[src/verilog/sarseq_consts.svh]
// constant definitions for the sar converter sequencer
`ifndef SARSEQ_CONSTS_SVH
`define SARSEQ_CONSTS_SVH
`define SARSEQ_OFS_CTRL0   4'h0
`define SARSEQ_OFS_CTRL1   4'h4
`define SARSEQ_OFS_RESH    4'h8
`define SARSEQ_OFS_RESL    4'hc
`define SARSEQ_OFS_FLAGS   5'h10
`define SARSEQ_OFS_SYS     5'h14
`define SARSEQ_CHAN_TEMP   5'h1d
`define SARSEQ_CHAN_DAC    5'h1e
`define SARSEQ_CHAN_FIXED  5'h1f
`define SARSEQ_CHAN_LASTPIN 5'h0b
`define SARSEQ_BITS        4'ha
`define SARSEQ_RC_HALF     8'h04
`define SARSEQ_RC_START_WAIT 8'h02
`define SARSEQ_PERIODS_X2  5'h17
`endif

[src/verilog/sarseq_pkg.sv]
// types for the sar converter sequencer
package sarseq_pkg;
	typedef enum logic [1:0] {
		SARSEQ_IDLE,
		SARSEQ_WAIT,
		SARSEQ_CONV
	} sarseq_state_e;
	typedef struct packed {
		logic [4:0] input_channel_select;
		logic       start_status;
		logic       converter_enable;
	} sarseq_ctrl0_s;
	typedef struct packed {
		logic       result_justify_select;
		logic [2:0] conversion_clock_select;
		logic       negative_ref_select;
		logic [1:0] positive_ref_select;
	} sarseq_ctrl1_s;
	typedef struct packed {
		logic [1:0] pos_ref_route;
		logic       neg_ref_route;
		logic [4:0] mux_route;
		logic       temp_route;
		logic       sample_hold;
		logic       powered;
	} sarseq_analog_s;
endpackage : sarseq_pkg

[src/verilog/sarseq_top.sv]
// sar converter sequencer: avalon registers, clock divider, bit sequencing
//
// Contract
// - produce a 10-bit result by successive approximation into the result pair.
// - channel field picks one of 15 inputs for the sample-and-hold.
// - positive reference picks external pin, supply, or fixed reference levels.
// - negative reference bit picks external pin or ground.
// - clock field: system clock /2../64 by the listed codes, x11 is rc oscillator.
// - a full conversion takes 11.5 bit-conversion periods.
// - divider clocks come from the system clock; only rc is independent.
// - done flag sets on every completion, enable or not.
// - interrupt request when done flag and its enable are both set.
// - conversions continue in sleep only on the rc clock.
// - an interrupt request raised during sleep wakes the device.
// - justify bit places the result left or right in the pair.
// - set the enable bit, then writing one to start begins a conversion.
// - one channel code routes the temperature indicator to the converter.
// - on completion clear start, set done flag, load result pair.
// - clearing start mid-conversion loads partial result, rest copy last bit.
// - right justify zeroes upper six high bits; left zeroes lower six low bits.
// - sleep on a divider clock aborts and powers off; enable stays set.
//
// Our own choices: register access over Avalon-MM and the placing of the registers.
`include "sarseq_consts.svh"
`timescale 1ns/1ps
`default_nettype none

module sarseq_top (
	input  wire logic                    mclk,
	input  wire logic                    reset,
	input  wire logic [4:0]              avs_address,
	input  wire logic                    avs_read,
	input  wire logic                    avs_write,
	input  wire logic [31:0]             avs_writedata,
	input  wire logic [3:0]              avs_byteenable,
	output logic      [31:0]             avs_readdata,
	output logic                         avs_waitrequest,
	output logic      [1:0]              avs_response,
	input  wire logic                    rc_clk_pin,
	input  wire logic                    sleep_pin,
	input  wire logic                    comparator_pin,
	output logic      [7:0]              result_high_byte,
	output logic      [7:0]              result_low_byte,
	output logic                         conversion_irq,
	output logic                         wake_request,
	output sarseq_pkg::sarseq_analog_s   analog_ctrl
);
	////////////////////////////////////////////////////////////////////////////////
	// pin synchronisers; first stage feeds only the second
	logic [2:0] sync1_r, sync2_r, rc_prev_r;
	always_ff @(posedge mclk) begin
		sync1_r   <= reset ? 3'h0 : {rc_clk_pin, sleep_pin, comparator_pin};
		sync2_r   <= reset ? 3'h0 : sync1_r;
		rc_prev_r <= reset ? 3'h0 : sync2_r;
	end
	wire rc_rise = sync2_r[2] & ~rc_prev_r[2];
	wire asleep  = sync2_r[1];
	wire cmp_hi  = sync2_r[0];

	////////////////////////////////////////////////////////////////////////////////
	// registers and sequencer state
	sarseq_pkg::sarseq_ctrl0_s ctrl0_r, ctrl0_nxt;
	sarseq_pkg::sarseq_ctrl1_s ctrl1_r, ctrl1_nxt;
	sarseq_pkg::sarseq_state_e state_r, state_nxt;
	logic [7:0] resh_r, resh_nxt, resl_r, resl_nxt;
	logic       flag_r, flag_nxt, irqen_r, irqen_nxt, off_r, off_nxt;
	logic [5:0] div_r, div_nxt;
	logic [4:0] half_r, half_nxt;
	logic [7:0] wait_r, wait_nxt;
	logic [9:0] sar_r, sar_nxt;
	logic [3:0] bit_r, bit_nxt;
	logic       ack_r, ack_nxt;

	// local names for the package states; nothing is imported
	localparam sarseq_pkg::sarseq_state_e SARSEQ_IDLE = sarseq_pkg::SARSEQ_IDLE;
	localparam sarseq_pkg::sarseq_state_e SARSEQ_WAIT = sarseq_pkg::SARSEQ_WAIT;
	localparam sarseq_pkg::sarseq_state_e SARSEQ_CONV = sarseq_pkg::SARSEQ_CONV;

	// divider terminal count in system clocks for each code
	function automatic logic [5:0] div_top(input logic [2:0] sel);
		case (sel)
			3'h0: div_top = 6'h00;
			3'h4: div_top = 6'h01;
			3'h1: div_top = 6'h03;
			3'h5: div_top = 6'h07;
			3'h2: div_top = 6'h0f;
			3'h6: div_top = 6'h1f;
			default: div_top = 6'h00;
		endcase
	endfunction

	// format 10 bits into the register pair
	function automatic logic [15:0] justify(input logic [9:0] v, input logic right);
		justify = right ? {6'h00, v} : {v, 6'h00};
	endfunction

	wire is_rc    = (ctrl1_r.conversion_clock_select[1:0] == 2'h3);
	wire half_tick;
	// rc is independent of mclk timing; dividers follow the system clock
	assign half_tick = is_rc ? rc_rise : (div_r == div_top(ctrl1_r.conversion_clock_select));

	wire [4:0] a_idx = avs_address;
	// writes land on the acknowledged cycle, at the edge where waitrequest is low
	wire wr_ctrl0 = avs_write & ack_r & (a_idx == 5'(`SARSEQ_OFS_CTRL0)) & avs_byteenable[0];
	wire wr_ctrl1 = avs_write & ack_r & (a_idx == 5'(`SARSEQ_OFS_CTRL1)) & avs_byteenable[0];
	wire wr_flags = avs_write & ack_r & (a_idx == `SARSEQ_OFS_FLAGS) & avs_byteenable[0];
	wire [7:0] wd = avs_writedata[7:0];

	always_comb begin
		logic [15:0] packed_res;
		logic        done;
		logic        abort;
		packed_res = 16'h0000;
		done      = 1'b0;
		abort     = 1'b0;
		ctrl0_nxt = ctrl0_r;
		ctrl1_nxt = ctrl1_r;
		state_nxt = state_r;
		resh_nxt  = resh_r;
		resl_nxt  = resl_r;
		flag_nxt  = flag_r;
		irqen_nxt = irqen_r;
		off_nxt   = off_r;
		div_nxt   = half_tick ? 6'h00 : div_r + 6'h01;
		half_nxt  = half_r;
		wait_nxt  = wait_r;
		sar_nxt   = sar_r;
		bit_nxt   = bit_r;
		ack_nxt   = (avs_read | avs_write) & ~ack_r;
		if (wr_ctrl1)
			ctrl1_nxt = sarseq_pkg::sarseq_ctrl1_s'({wd[7:4], wd[2:0]});
		if (wr_flags) begin
			flag_nxt  = wd[0];
			irqen_nxt = wd[1];
		end
		if (wr_ctrl0) begin
			ctrl0_nxt.input_channel_select = wd[6:2];
			ctrl0_nxt.converter_enable     = wd[0];
			ctrl0_nxt.start_status         = wd[1] & wd[0];
			if (wd[0])
				off_nxt = 1'b0;
		end
		case (state_r)
			SARSEQ_IDLE: begin
				if (ctrl0_nxt.start_status & ~off_r) begin
					state_nxt = is_rc ? SARSEQ_WAIT : SARSEQ_CONV;
					wait_nxt  = `SARSEQ_RC_START_WAIT;
					half_nxt  = 5'h00;
					div_nxt   = 6'h00;
					sar_nxt   = 10'h200;
					bit_nxt   = `SARSEQ_BITS - 4'h1;
				end
			end
			SARSEQ_WAIT: begin
				// rc start waits a little so a sleep entry settles first
				if (rc_rise)
					wait_nxt = wait_r - 8'h01;
				if (wait_r == 8'h00)
					state_nxt = SARSEQ_CONV;
				if (!ctrl0_nxt.start_status)
					state_nxt = SARSEQ_IDLE;
			end
			SARSEQ_CONV: begin
				// half periods give the 11.5 period total; bit decisions on odd halves
				if (half_tick) begin
					half_nxt = half_r + 5'h01;
					if (half_r >= 5'h03 && half_r[0] && half_r < 5'h16) begin
						if (!cmp_hi)
							sar_nxt[bit_r] = 1'b0;
						if (bit_r != 4'h0) begin
							sar_nxt[bit_r - 4'h1] = 1'b1;
							bit_nxt = bit_r - 4'h1;
						end
					end
					if (half_r == `SARSEQ_PERIODS_X2 - 5'h01)
						done = 1'b1;
				end
				if (!ctrl0_nxt.start_status) begin
					done = 1'b0;
					abort = 1'b1;
				end
			end
			default: state_nxt = SARSEQ_IDLE;
		endcase
		// sleep on a divider clock aborts and powers down; enable bit kept
		if (asleep && !is_rc && state_r != SARSEQ_IDLE) begin
			state_nxt = SARSEQ_IDLE;
			ctrl0_nxt.start_status = 1'b0;
			off_nxt = 1'b1;
			done  = 1'b0;
			abort = 1'b0;
		end
		if (done || (abort && state_r == SARSEQ_CONV)) begin
			// partial: the current bit and all bits below it copy the last decided bit
			if (abort) begin
				for (int i = 0; i < 10; i++)
					if (4'(i) < bit_r)
						sar_nxt[i] = sar_r[bit_r];
				sar_nxt[bit_r] = (bit_r == 4'h9) ? sar_r[bit_r] : sar_r[bit_r + 4'h1];
				for (int i = 0; i < 10; i++)
					if (4'(i) <= bit_r)
						sar_nxt[i] = (bit_r == 4'h9) ? 1'b0 : sar_r[bit_r + 4'h1];
			end
			packed_res = justify(sar_nxt, ctrl1_r.result_justify_select);
			resh_nxt  = packed_res[15:8];
			resl_nxt  = packed_res[7:0];
			state_nxt = SARSEQ_IDLE;
		end
		if (done) begin
			ctrl0_nxt.start_status = 1'b0;
			flag_nxt = 1'b1;
		end
		if (state_r == SARSEQ_IDLE && state_nxt == SARSEQ_IDLE)
			ctrl0_nxt.start_status = 1'b0;
		if (!ctrl0_nxt.converter_enable) begin
			state_nxt = SARSEQ_IDLE;
			ctrl0_nxt.start_status = 1'b0;
		end
	end

	always_ff @(posedge mclk) begin
		if (reset) begin
			ctrl0_r <= '0;
			ctrl1_r <= '0;
			state_r <= SARSEQ_IDLE;
			resh_r  <= 8'h00;
			resl_r  <= 8'h00;
			flag_r  <= 1'b0;
			irqen_r <= 1'b0;
			off_r   <= 1'b0;
			div_r   <= 6'h00;
			half_r  <= 5'h00;
			wait_r  <= 8'h00;
			sar_r   <= 10'h000;
			bit_r   <= 4'h0;
			ack_r   <= 1'b0;
		end else begin
			ctrl0_r <= ctrl0_nxt;
			ctrl1_r <= ctrl1_nxt;
			state_r <= state_nxt;
			resh_r  <= resh_nxt;
			resl_r  <= resl_nxt;
			flag_r  <= flag_nxt;
			irqen_r <= irqen_nxt;
			off_r   <= off_nxt;
			div_r   <= div_nxt;
			half_r  <= half_nxt;
			wait_r  <= wait_nxt;
			sar_r   <= sar_nxt;
			bit_r   <= bit_nxt;
			ack_r   <= ack_nxt;
		end
	end

	////////////////////////////////////////////////////////////////////////////////
	// bus answer: one wait cycle, then ack
	always_comb begin
		case (a_idx)
			5'(`SARSEQ_OFS_CTRL0): avs_readdata = {25'h0, ctrl0_r.input_channel_select,
				ctrl0_r.start_status, ctrl0_r.converter_enable};
			5'(`SARSEQ_OFS_CTRL1): avs_readdata = {24'h0, ctrl1_r.result_justify_select,
				ctrl1_r.conversion_clock_select, 1'b0, ctrl1_r.negative_ref_select,
				ctrl1_r.positive_ref_select};
			5'(`SARSEQ_OFS_RESH):  avs_readdata = {24'h0, resh_r};
			5'(`SARSEQ_OFS_RESL):  avs_readdata = {24'h0, resl_r};
			`SARSEQ_OFS_FLAGS:     avs_readdata = {30'h0, irqen_r, flag_r};
			`SARSEQ_OFS_SYS:       avs_readdata = {28'h0, off_r, asleep, state_r != SARSEQ_IDLE, is_rc};
			default:               avs_readdata = 32'h0000_0000;
		endcase
	end
	wire mapped = (a_idx[1:0] == 2'h0) && (a_idx <= `SARSEQ_OFS_SYS);
	assign avs_waitrequest  = (avs_read | avs_write) & ~ack_r;
	assign avs_response     = mapped ? 2'h0 : 2'h2;
	assign result_high_byte = resh_r;
	assign result_low_byte  = resl_r;
	assign conversion_irq   = flag_r & irqen_r;
	assign wake_request     = flag_r & irqen_r & asleep;
	always_comb begin
		analog_ctrl.pos_ref_route = ctrl1_r.positive_ref_select;
		analog_ctrl.neg_ref_route = ctrl1_r.negative_ref_select;
		analog_ctrl.mux_route     = ctrl0_r.input_channel_select;
		analog_ctrl.temp_route    = (ctrl0_r.input_channel_select == `SARSEQ_CHAN_TEMP);
		analog_ctrl.sample_hold   = (state_r != SARSEQ_CONV);
		analog_ctrl.powered       = ctrl0_r.converter_enable & ~off_r;
	end
endmodule : sarseq_top
`default_nettype wire
[config.mk]
export PLATFORM = sky130hd
export DESIGN_NAME = sarseq_top
export DESIGN_NICKNAME = d
export VERILOG_FILES = /design/src/verilog/sarseq_pkg.sv /design/src/verilog/sarseq_top.sv
export VERILOG_INCLUDE_DIRS = /design/src /design/src/verilog
export SDC_FILE = /design/constraint.sdc
export NUM_CORES = 1
export LEC_CHECK = 0
export BUFFER_PORTS_ARGS = -buffer_cell sky130_fd_sc_hd__buf_2
export CAP_MARGIN = 40
export CORE_ASPECT_RATIO = 1.4
export CORE_MARGIN = 4
export CORE_UTILIZATION = 30
export DETAILED_ROUTE_END_ITERATION = 16
export GPL_ROUTABILITY_DRIVEN = 0
export PLACE_DENSITY = 0.62
export SLEW_MARGIN = 20
export SYNTH_ARGS = -nofsm -noshare
export SYNTH_HDL_FRONTEND = slang
export SYNTH_SLANG_ARGS = --single-unit
[constraint.sdc]
create_clock -name mclk -period 3.15 [get_ports mclk]
set_clock_uncertainty 0.2 [all_clocks]
set_input_delay 0 -clock mclk [delete_from_list [all_inputs] [get_ports mclk]]
set_output_delay 0 -clock mclk [all_outputs]
set_load 0.05 [all_outputs]
==> impl_summary.txt, run 1 <==
----------------------------------------------------
[Final layout]
  Layout cells sized above 1 ... between 15 and 20%
  Layout Area Growth over Synthesis ... 18.72%
  Final antenna diode count ... 0
  Number of nets in the final layout ... 696

[Yosys]
  Most used DFF post-synth ... dfxtp_1
  Post-synthesis cell count ... 573
  Number of synthesis warnings ... 0
  Top-count cell post-synth ... dfxtp_1
  Cell taking the most area after synthesis ... dfxtp_1
  Most numerous cell types in the synthesized netlist ... dfxtp_1, nor2_1, nand2_1
  Fraction of synthesis flops using an asynchronous set or reset pin ... 0%
  Yosys top cell area share ... roughly 33%
  Count of flip-flops with a built-in enable after synthesis ... 0
  Part of the Yosys area used for sequential elements ... about a third
  Synth Cell Area ... approximately 4600 sq um
  Unique cell type count in the Yosys netlist ... slightly below 80
  Leading cell types by total area after synthesis ... dfxtp_1, nor2_1, buf_4
  Register bit total from synthesis ... 76
  Post-synthesis area per instance ... a little over 8 sq um

[Job]
  Max cap viols ... 0

[Route]
  Wire length after detailed routing ... between 10000 and 15000 microns
  Detailed-route DRC error count ... 0
  Post-detailed-route via-to-cell ratio ... 5.273
  Average detailed-routed wire length per instance ... roughly 16 microns
  Initial DRT Pass Iterations ... 5
  DRC marker count from the first detailed-route iteration ... roughly 300
  Antenna Nets Post-Route ... 0
  Via count of the routed design ... ~4400

[Power]
  Net switching component of the power ... roughly 0.00056 W
  Combinational share of power ... 6.9%
  Power density over cell area ... 413.4 nW/um^2
  Internal cell power ... about 0.0017 W
  Sequential cell fraction of total power ... about 43%
  Clock network fraction of total power ... between 50% and 60%
  Peak VDD IR ... 0.0002417 V
  Switching fraction of total power ... about a quarter
  Leakage dissipation ... about 2.2 nW

[Clocking]
  Total clock sinks ... 76
  Clock transition at the registers of the reported paths ... about 0.060 ns
  TritonCTS clock tree ... yes
  CTS H-tree lvls ... 3
  Clock insertion delay at the later pin of the skew report ... between 0.3 and 0.4 ns
  Num CTS Buffers ... 9
  Post-CTS Setup Repair Bufs ... 0
  Worst-case clock buffer depth ... 2
  Count of cells resized by post-cts repair ... 0
  Root Buffer ... clkbuf_16

[Timing]
  Post-route worst setup slack ... around 0.24 ns
  Final worst path period need ... approximately 2.9 ns
  Final count of hold timing violations ... 0
  Post-Route Setup TNS ... 0 ns
  Max-slew violation count ... 0
  Worst Tran Pin Value ... between 0.8 and 0.9 ns
  Worst relative slew slack ... 42.87%
  Setup Viol. Count Final ... 0
  RSZ-0062 raised after global routing ... false
  Max frequency ... between 300 and 400 MHz
  Post-Route Hold Slack ... between 0.01 and 0.015 ns
  Final period util ... 92.30%

[Hold path]
  Worst-case hold path end point ... analog_ctrl[6]$_SDFFE_PP0N_
  HP Class ... in2reg
  Hold depth ... 4
  Hold Path Origin ... avs_byteenable[0]

[Place]
  Total of buffers placed on input and output ports ... between 50 and 60
  Detailed-placement wirelength estimate ... 9947 microns
  Worst Setup Slack post-DPL ... 0.3186 ns

[Floorplanning]
  Number of top-level pins ... about 110
  Starting density of the core ... 30.73%
  Vertical die dimension ... 154.9 microns
  Floorplan die area ... around 17000 sq um
  Width of the chip ... between 100 and 150 microns
  Number of placement rows ... 53
  Core Box Area ... roughly 15000 sq um

[Critical path]
  R2R cell count ... 8
  Required time at the worst-slack endpoint ... ~3.2 ns
  Capturing point of the worst reg2reg path ... bit_r[1]$_SDFFE_PP0P_
  Register-to-register setup slack ... between 0.2 and 0.25 ns
  Critical path class ... reg2reg
  Critical path fanouts, max ... 14
  Critical path endpoint category ... register
  Arrival time at the worst endpoint ... 2.93 ns
  Beginning of the worst register-to-register path ... ctrl1_r[4]$_SDFFE_PP0P_
  Startpoint type of the worst setup path ... register

[Global route]
  Layer with the highest usage after global routing ... met2
  Tot GR Track Use ... ~15%
  GR Util met2 ... a little over a quarter
  Met1 Usage GRT ... between 10% and 20%
  Leftover overflow at the end of global routing ... 0
  Global-route wire length before repair ... ~22000 microns
  Global routing usage on met3 ... 2.646%
  Number of antenna violations at the first check in global routing ... 0
  Number of global-route vias before repair ... between 4000 and 5000
  Largest net degree at the start of global routing ... 29

[Status]
  Status ... completed

----------------------------------------------------
[worst max-delay path by stage]
stage | slack [ns] | end | start | cells past startpoint
final | 0.24 | bit_r[1]$_SDFFE_PP0P_ | ctrl1_r[4]$_SDFFE_PP0P_ | 8
after CTS | 0.29 | result_low_byte[7]$_SDFFE_PP0N_ | ctrl1_r[4]$_SDFFE_PP0P_ | 8
after detailed placement | 0.32 | bit_r[1]$_SDFFE_PP0P_ | ctrl1_r[4]$_SDFFE_PP0P_ | 8
after global routing | 0.007 | bit_r[1]$_SDFFE_PP0P_ | ctrl1_r[3]$_SDFFE_PP0P_ | 8
after global placement | 0.29 | result_low_byte[7]$_SDFFE_PP0N_ | ctrl1_r[4]$_SDFFE_PP0P_ | 8
after floorplan | 0.1 | result_low_byte[0]$_SDFFE_PP0N_ | bit_r[0]$_SDFFE_PP0P_ | 11
[state kept, by name, summed over array words and instances (netlist names)]
signal,flops
off_r,1
div_r,6
result_low_byte,8
ack_r,1
bit_r,4
wait_r,8
sync1_r,3
irqen_r,1
flag_r,1
result_high_byte,8
analog_ctrl,8
ctrl0_r,2
rc_prev_r,1
half_r,5
ctrl1_r,4
sync2_r,3
state_r,2
sar_r,10
[placed cells by master, fill, tap and decap left out, drive strengths merged, types with 3 or more instances in the layout]
| master | n |
|---|---|
| nand2 | 39 |
| a21o | 3 |
| nor2b | 19 |
| a31oi | 10 |
| o2111ai | 3 |
| a31o | 3 |
| ha | 10 |
| dlygate4sd3 | 17 |
| o41ai | 3 |
| and3 | 9 |
| xnor2 | 5 |
| mux2i | 21 |
| xor2 | 6 |
| or2 | 5 |
| nand4 | 7 |
| nor2 | 69 |
| a22oi | 10 |
| or3 | 5 |
| a21boi | 3 |
| buf | 76 |
| nand3b | 3 |
| a32oi | 3 |
| o22ai | 4 |
| inv | 21 |
| mux4 | 4 |
| a21oi | 37 |
| nand3 | 30 |
| nand2b | 7 |
| o21ai | 36 |
| o31ai | 5 |
| and2 | 9 |
| dfxtp | 76 |
| nor3 | 9 |
| conb | 25 |
| nor4 | 5 |
| o211ai | 3 |
| clkbuf | 10 |
[area by class of cell]
cell class | count | area (sq um)
Fill cell | 1529 | 9562
Multi-Input combinational cell | 439 | 2740
Sequential cell | 76 | 1521
Timing Repair Buffer | 93 | 593.1
Tap cell | 192 | 240.2
Clock buffer | 10 | 229.0
Clock inverter | 6 | 96.34
Inverter | 19 | 71.32
[cell families (layout without fill, tap and decap cells)]
| group | Yosys count | after routing | synth area share (%) |
|---|---|---|---|
| AO/OA/AOI/OAI | 141 | 141 | 20.83 |
| XOR/XNOR | 11 | 11 | 2.083 |
| adder cells (fa/ha/maj) | 10 | 10 | 2.705 |
| buffers and inverters | 82 | 128 | 9.819 |
| flip-flops | 76 | 76 | 32.89 |
| multiplexers | 26 | 26 | 6.735 |
| other | 1 | 25 | 0.08107 |
| AND/OR/NAND/NOR | 226 | 226 | 24.86 |
[power by group through the flow]
stage	combinational [W]	sequential, W	clock, W
detailed placement	0.000142	0.000992	0
CTS	0.000156	0.000970	0.00117
global placement	0.000142	0.000992	0
finish	0.000157	0.000971	0.00114
floorplan	0.000136	0.000990	0
global route	0.000166	0.000971	0.00121
[worst max-delay path: stages (launching register included)]
cell,delay (ns)
dfxtp_1,0.44
or3_1,0.39
a21o_1,0.19
a32oi_2,0.31
and3_1,0.41
nand2_1,0.22
o21ai_1,0.35
mux2i_1,0.22
nor2_1,0.05
[per-stage QoR]
step	utilization (%)	power, W	instance area [sq um]	cells
after detailed placement	33.19	0.001134	4996	802
after floorplan	-	0.001126	4716	597
after CTS	36.48	0.002293	5492	835
after global placement	33.19	0.001134	4996	802
after global routing	36.48	0.002346	5492	835
final	36.48	0.002270	5492	835
[per-layer routing]
layer / wire, microns / vias up / part of all wire, %
met5: 0 / - / 0
met4: 454 / 0 / 3.3
met3: 933 / 34 / 6.9
met2: 6763 / 185 / 50
met1: 5450 / 2046 / 40
li1: - / 2138 / -
[timing repair]
action / in CTS / in global routing
endpoints found under the setup margin: 0 / 0
hold buffers: 17 / 0
hold endpoints to repair: 30 / 0
Note: power is estimated with default switching activity, not from simulation.
==> inputs of run 2 (changes only) <==
--- a/config.mk
+++ b/config.mk
@@ -14,6 +14,7 @@
 export DETAILED_ROUTE_END_ITERATION = 16
 export GPL_ROUTABILITY_DRIVEN = 0
 export PLACE_DENSITY = 0.62
+export SETUP_SLACK_MARGIN = 0.3
 export SLEW_MARGIN = 20
 export SYNTH_ARGS = -nofsm -noshare
 export SYNTH_HDL_FRONTEND = slang
==> constraint.sdc (replaced) <==
create_clock -name mclk -period 2.4 [get_ports mclk]
set_clock_uncertainty 0.2 [all_clocks]
set_input_delay 0 -clock mclk [delete_from_list [all_inputs] [get_ports mclk]]
set_output_delay 0 -clock mclk [all_outputs]
set_load 0.05 [all_outputs]
==> run 2 against run 1 <==
  * Clock power up 42%
  * Sequential cell count unchanged
  * Critical path type unchanged
  * Register-to-register slack worse by 0.43 ns
  * Highest routed layer unchanged
  * Die area unchanged
  * Clock-buffer cell count up 1
  * Cell count up 13%
  * The flow now finishes with violations (setup timing)
  * Critical endpoint is now result_high_byte[1]$_SDFFE_PP0N_
  * Sequential power up 31%
  * Critical path depth up 4
  * Total power up 38%
  * Non-clock buffer count up 108
  * Combinational power up 52%
==> impl_summary.txt, run 2 (synthesis results as in run 1) <==
----------------------------------------------------
[Status]
  Status ... finished, violations left
  Failing checks ... setup timing

[Timing]
  Worst relative slew slack ... between 60% and 70%
  Post-Route Setup TNS ... -2.407 ns
  Setup Viol. Count Final ... 28
  Final count of hold timing violations ... 0
  Max frequency ... 387.2 MHz
  Final period util ... 107.6%
  Post-route worst setup slack ... -0.1827 ns
  RSZ-0062 raised after global routing ... true
  Worst Tran Pin Value ... around 0.59 ns
  Final worst path period need ... roughly 2.6 ns
  Max-slew violation count ... 0

[Clocking]
  Worst-case clock buffer depth ... 2
  Num CTS Buffers ... 9
  Clock insertion delay at the later pin of the skew report ... ~0.34 ns
  Clock transition at the registers of the reported paths ... 0.06 ns
  Total clock sinks ... between 70 and 80
  TritonCTS clock tree ... yes
  CTS H-tree lvls ... 3
  Root Buffer ... clkbuf_16

[Floorplanning]
  Starting density of the core ... between 30% and 40%
  Number of top-level pins ... between 100 and 150
  Width of the chip ... between 100 and 150 microns
  Vertical die dimension ... ~150 microns
  Floorplan die area ... 17500 sq um
  Number of placement rows ... 53
  Core Box Area ... approximately 15000 sq um

[Route]
  Post-detailed-route via-to-cell ratio ... around 5.2
  Detailed-route DRC error count ... 0
  DRC marker count from the first detailed-route iteration ... between 300 and 400
  Average detailed-routed wire length per instance ... about 17 microns
  Via count of the routed design ... 4948
  Wire length after detailed routing ... roughly 16000 microns
  Antenna Nets Post-Route ... 0
  Initial DRT Pass Iterations ... 5

[Final layout]
  Layout cells sized above 1 ... between 40 and 50%
  Number of nets in the final layout ... around 800
  Layout Area Growth over Synthesis ... 51.61%
  Largest reg by FF count ... sar_r
  Max reg flops ... 10
  Count of non-filler cells in the finished layout ... between 900 and 1000
  Most common cell after layout, fill and taps aside ... buf_4
  Final antenna diode count ... 0
  Leading cell types in the layout, fill and taps excluded ... buf_4, dfxtp_1, nor2_1

[Critical path]
  Critical path class ... reg2reg
  Critical path endpoint category ... register
  R2R cell count ... 12
  Capturing point of the worst reg2reg path ... result_high_byte[1]$_SDFFE_PP0N_
  Critical path fanouts, max ... 4
  Arrival time at the worst endpoint ... 2.61 ns
  Register-to-register setup slack ... -0.18 ns
  Timing endpoint of the critical path ... result_high_byte[1]$_SDFFE_PP0N_
  Beginning of the critical path ... bit_r[0]$_SDFFE_PP0P_
  Beginning of the worst register-to-register path ... bit_r[0]$_SDFFE_PP0P_
  Startpoint type of the worst setup path ... register
  Required time at the worst-slack endpoint ... ~2.4 ns

[Place]
  Number of placed instances with taps included ... 884
  Total of buffers placed on input and output ports ... 59
  Detailed-placement wirelength estimate ... ~11000 microns

[Global route]
  Number of global-route vias before repair ... approximately 4900
  Largest net degree at the start of global routing ... 29
  Number of antenna violations at the first check in global routing ... 0
  Tot GR Track Use ... between 10% and 20%
  Leftover overflow at the end of global routing ... 0
  Global-route wire length before repair ... 24770 microns

[Power]
  Power density over cell area ... between 400 and 500 nW/um^2
  Leakage dissipation ... between 2 and 3 nW
  Peak VDD IR ... between 0.0003 and 0.0004 V

[Job]
  Max cap viols ... 0

[Hold path]
  HP Class ... in2reg

----------------------------------------------------
## run 2: cell count changes in the layout (fill, tap and decap cells not counted), sizes merged
cell,delta
dlygate4sd3,+1
inv,-2
clkbuf,+1
bufinv,+1
buf,+107
clkinvlp,+1
clkinv,-1
## run 2: per-layer routing
| metal | part of all wire, % | up-vias | global-route usage [%] |
|---|---|---|---|
| met5 | 0 | - | 0 |
| met3 | 4.3 | 50 | 2.646 |
| met4 | 5.1 | 0 | 10.54 |
| met1 | 39 | 2398 | 19.47 |
| li1 | - | 2342 | - |
| met2 | 52 | 158 | 31.10 |
## run 2: area by class of cell
cell class / count / area, sq um
fill: 1382 / 8040
multi-input combinational: 439 / 3283
sequential: 76 / 1534
timing repair buffer: 201 / 1521
clock buffer: 11 / 252.7
tap: 192 / 240.2
clock inverter: 5 / 106.4
inverter: 19 / 75.07
## run 2: critical path, cell delays in order, from the launching register on
cell	delay, ns
dfxtp_2	0.35
clkinvlp_4	0.10
ha_4	0.30
mux4_2	0.48
nor2b_1	0.11
o21ai_1	0.09
o2111ai_2	0.11
buf_4	0.17
nor2b_1	0.13
a31oi_1	0.06
buf_4	0.16
mux2i_1	0.12
a21oi_1	0.08
## run 2: power by group
part | internal [W] | switching [W]
logic | 0.0000696 | 0.000170
registers | 0.00127 | 0.00000538
clock network | 0.00108 | 0.000547
total | 0.00241 | 0.000722
## run 2: what timing repair did
item / CTS / global route
resized for setup: 86 / 48
pin swaps: 43 / 42
hold buffers: 18 / 0
buffers inserted: 17 / 8
hold endpoints to repair: 34 / 0
setup endpoints to repair: 52 / 54
## run 2: worst min path at each step
| stage | start | end | cells after the start |
|---|---|---|---|
| after floorplan | comparator_pin | sync1_r[0]$_SDFF_PP0_ | 1 |
| after global placement | sleep_pin | sync1_r[1]$_SDFF_PP0_ | 2 |
| after detailed placement | rc_clk_pin | sync1_r[2]$_SDFF_PP0_ | 2 |
| after CTS | avs_byteenable[0] | irqen_r$_SDFFE_PP0P_ | 6 |
| after global routing | avs_byteenable[0] | analog_ctrl[3]$_SDFFE_PP0N_ | 5 |
| final | avs_byteenable[0] | irqen_r$_SDFFE_PP0P_ | 6 |
## run 2: per-stage QoR
step	instance area (sq um)	hold WS, ns	total power (W)	utilization [%]	worst slack [ns]
2_1_floorplan	4887	-0.07182	0.001481	-	-0.3080
3_3_place_gp	5742	0.01394	0.001506	38.14	-0.2292
3_5_place_dp	5742	0.01915	0.001507	38.14	-0.2844
4_1_cts	6741	0.06791	0.003153	44.78	-0.1502
5_1_grt	7013	0.09817	0.003229	46.59	-0.3201
6_report	7013	0.07216	0.003134	46.59	-0.1827
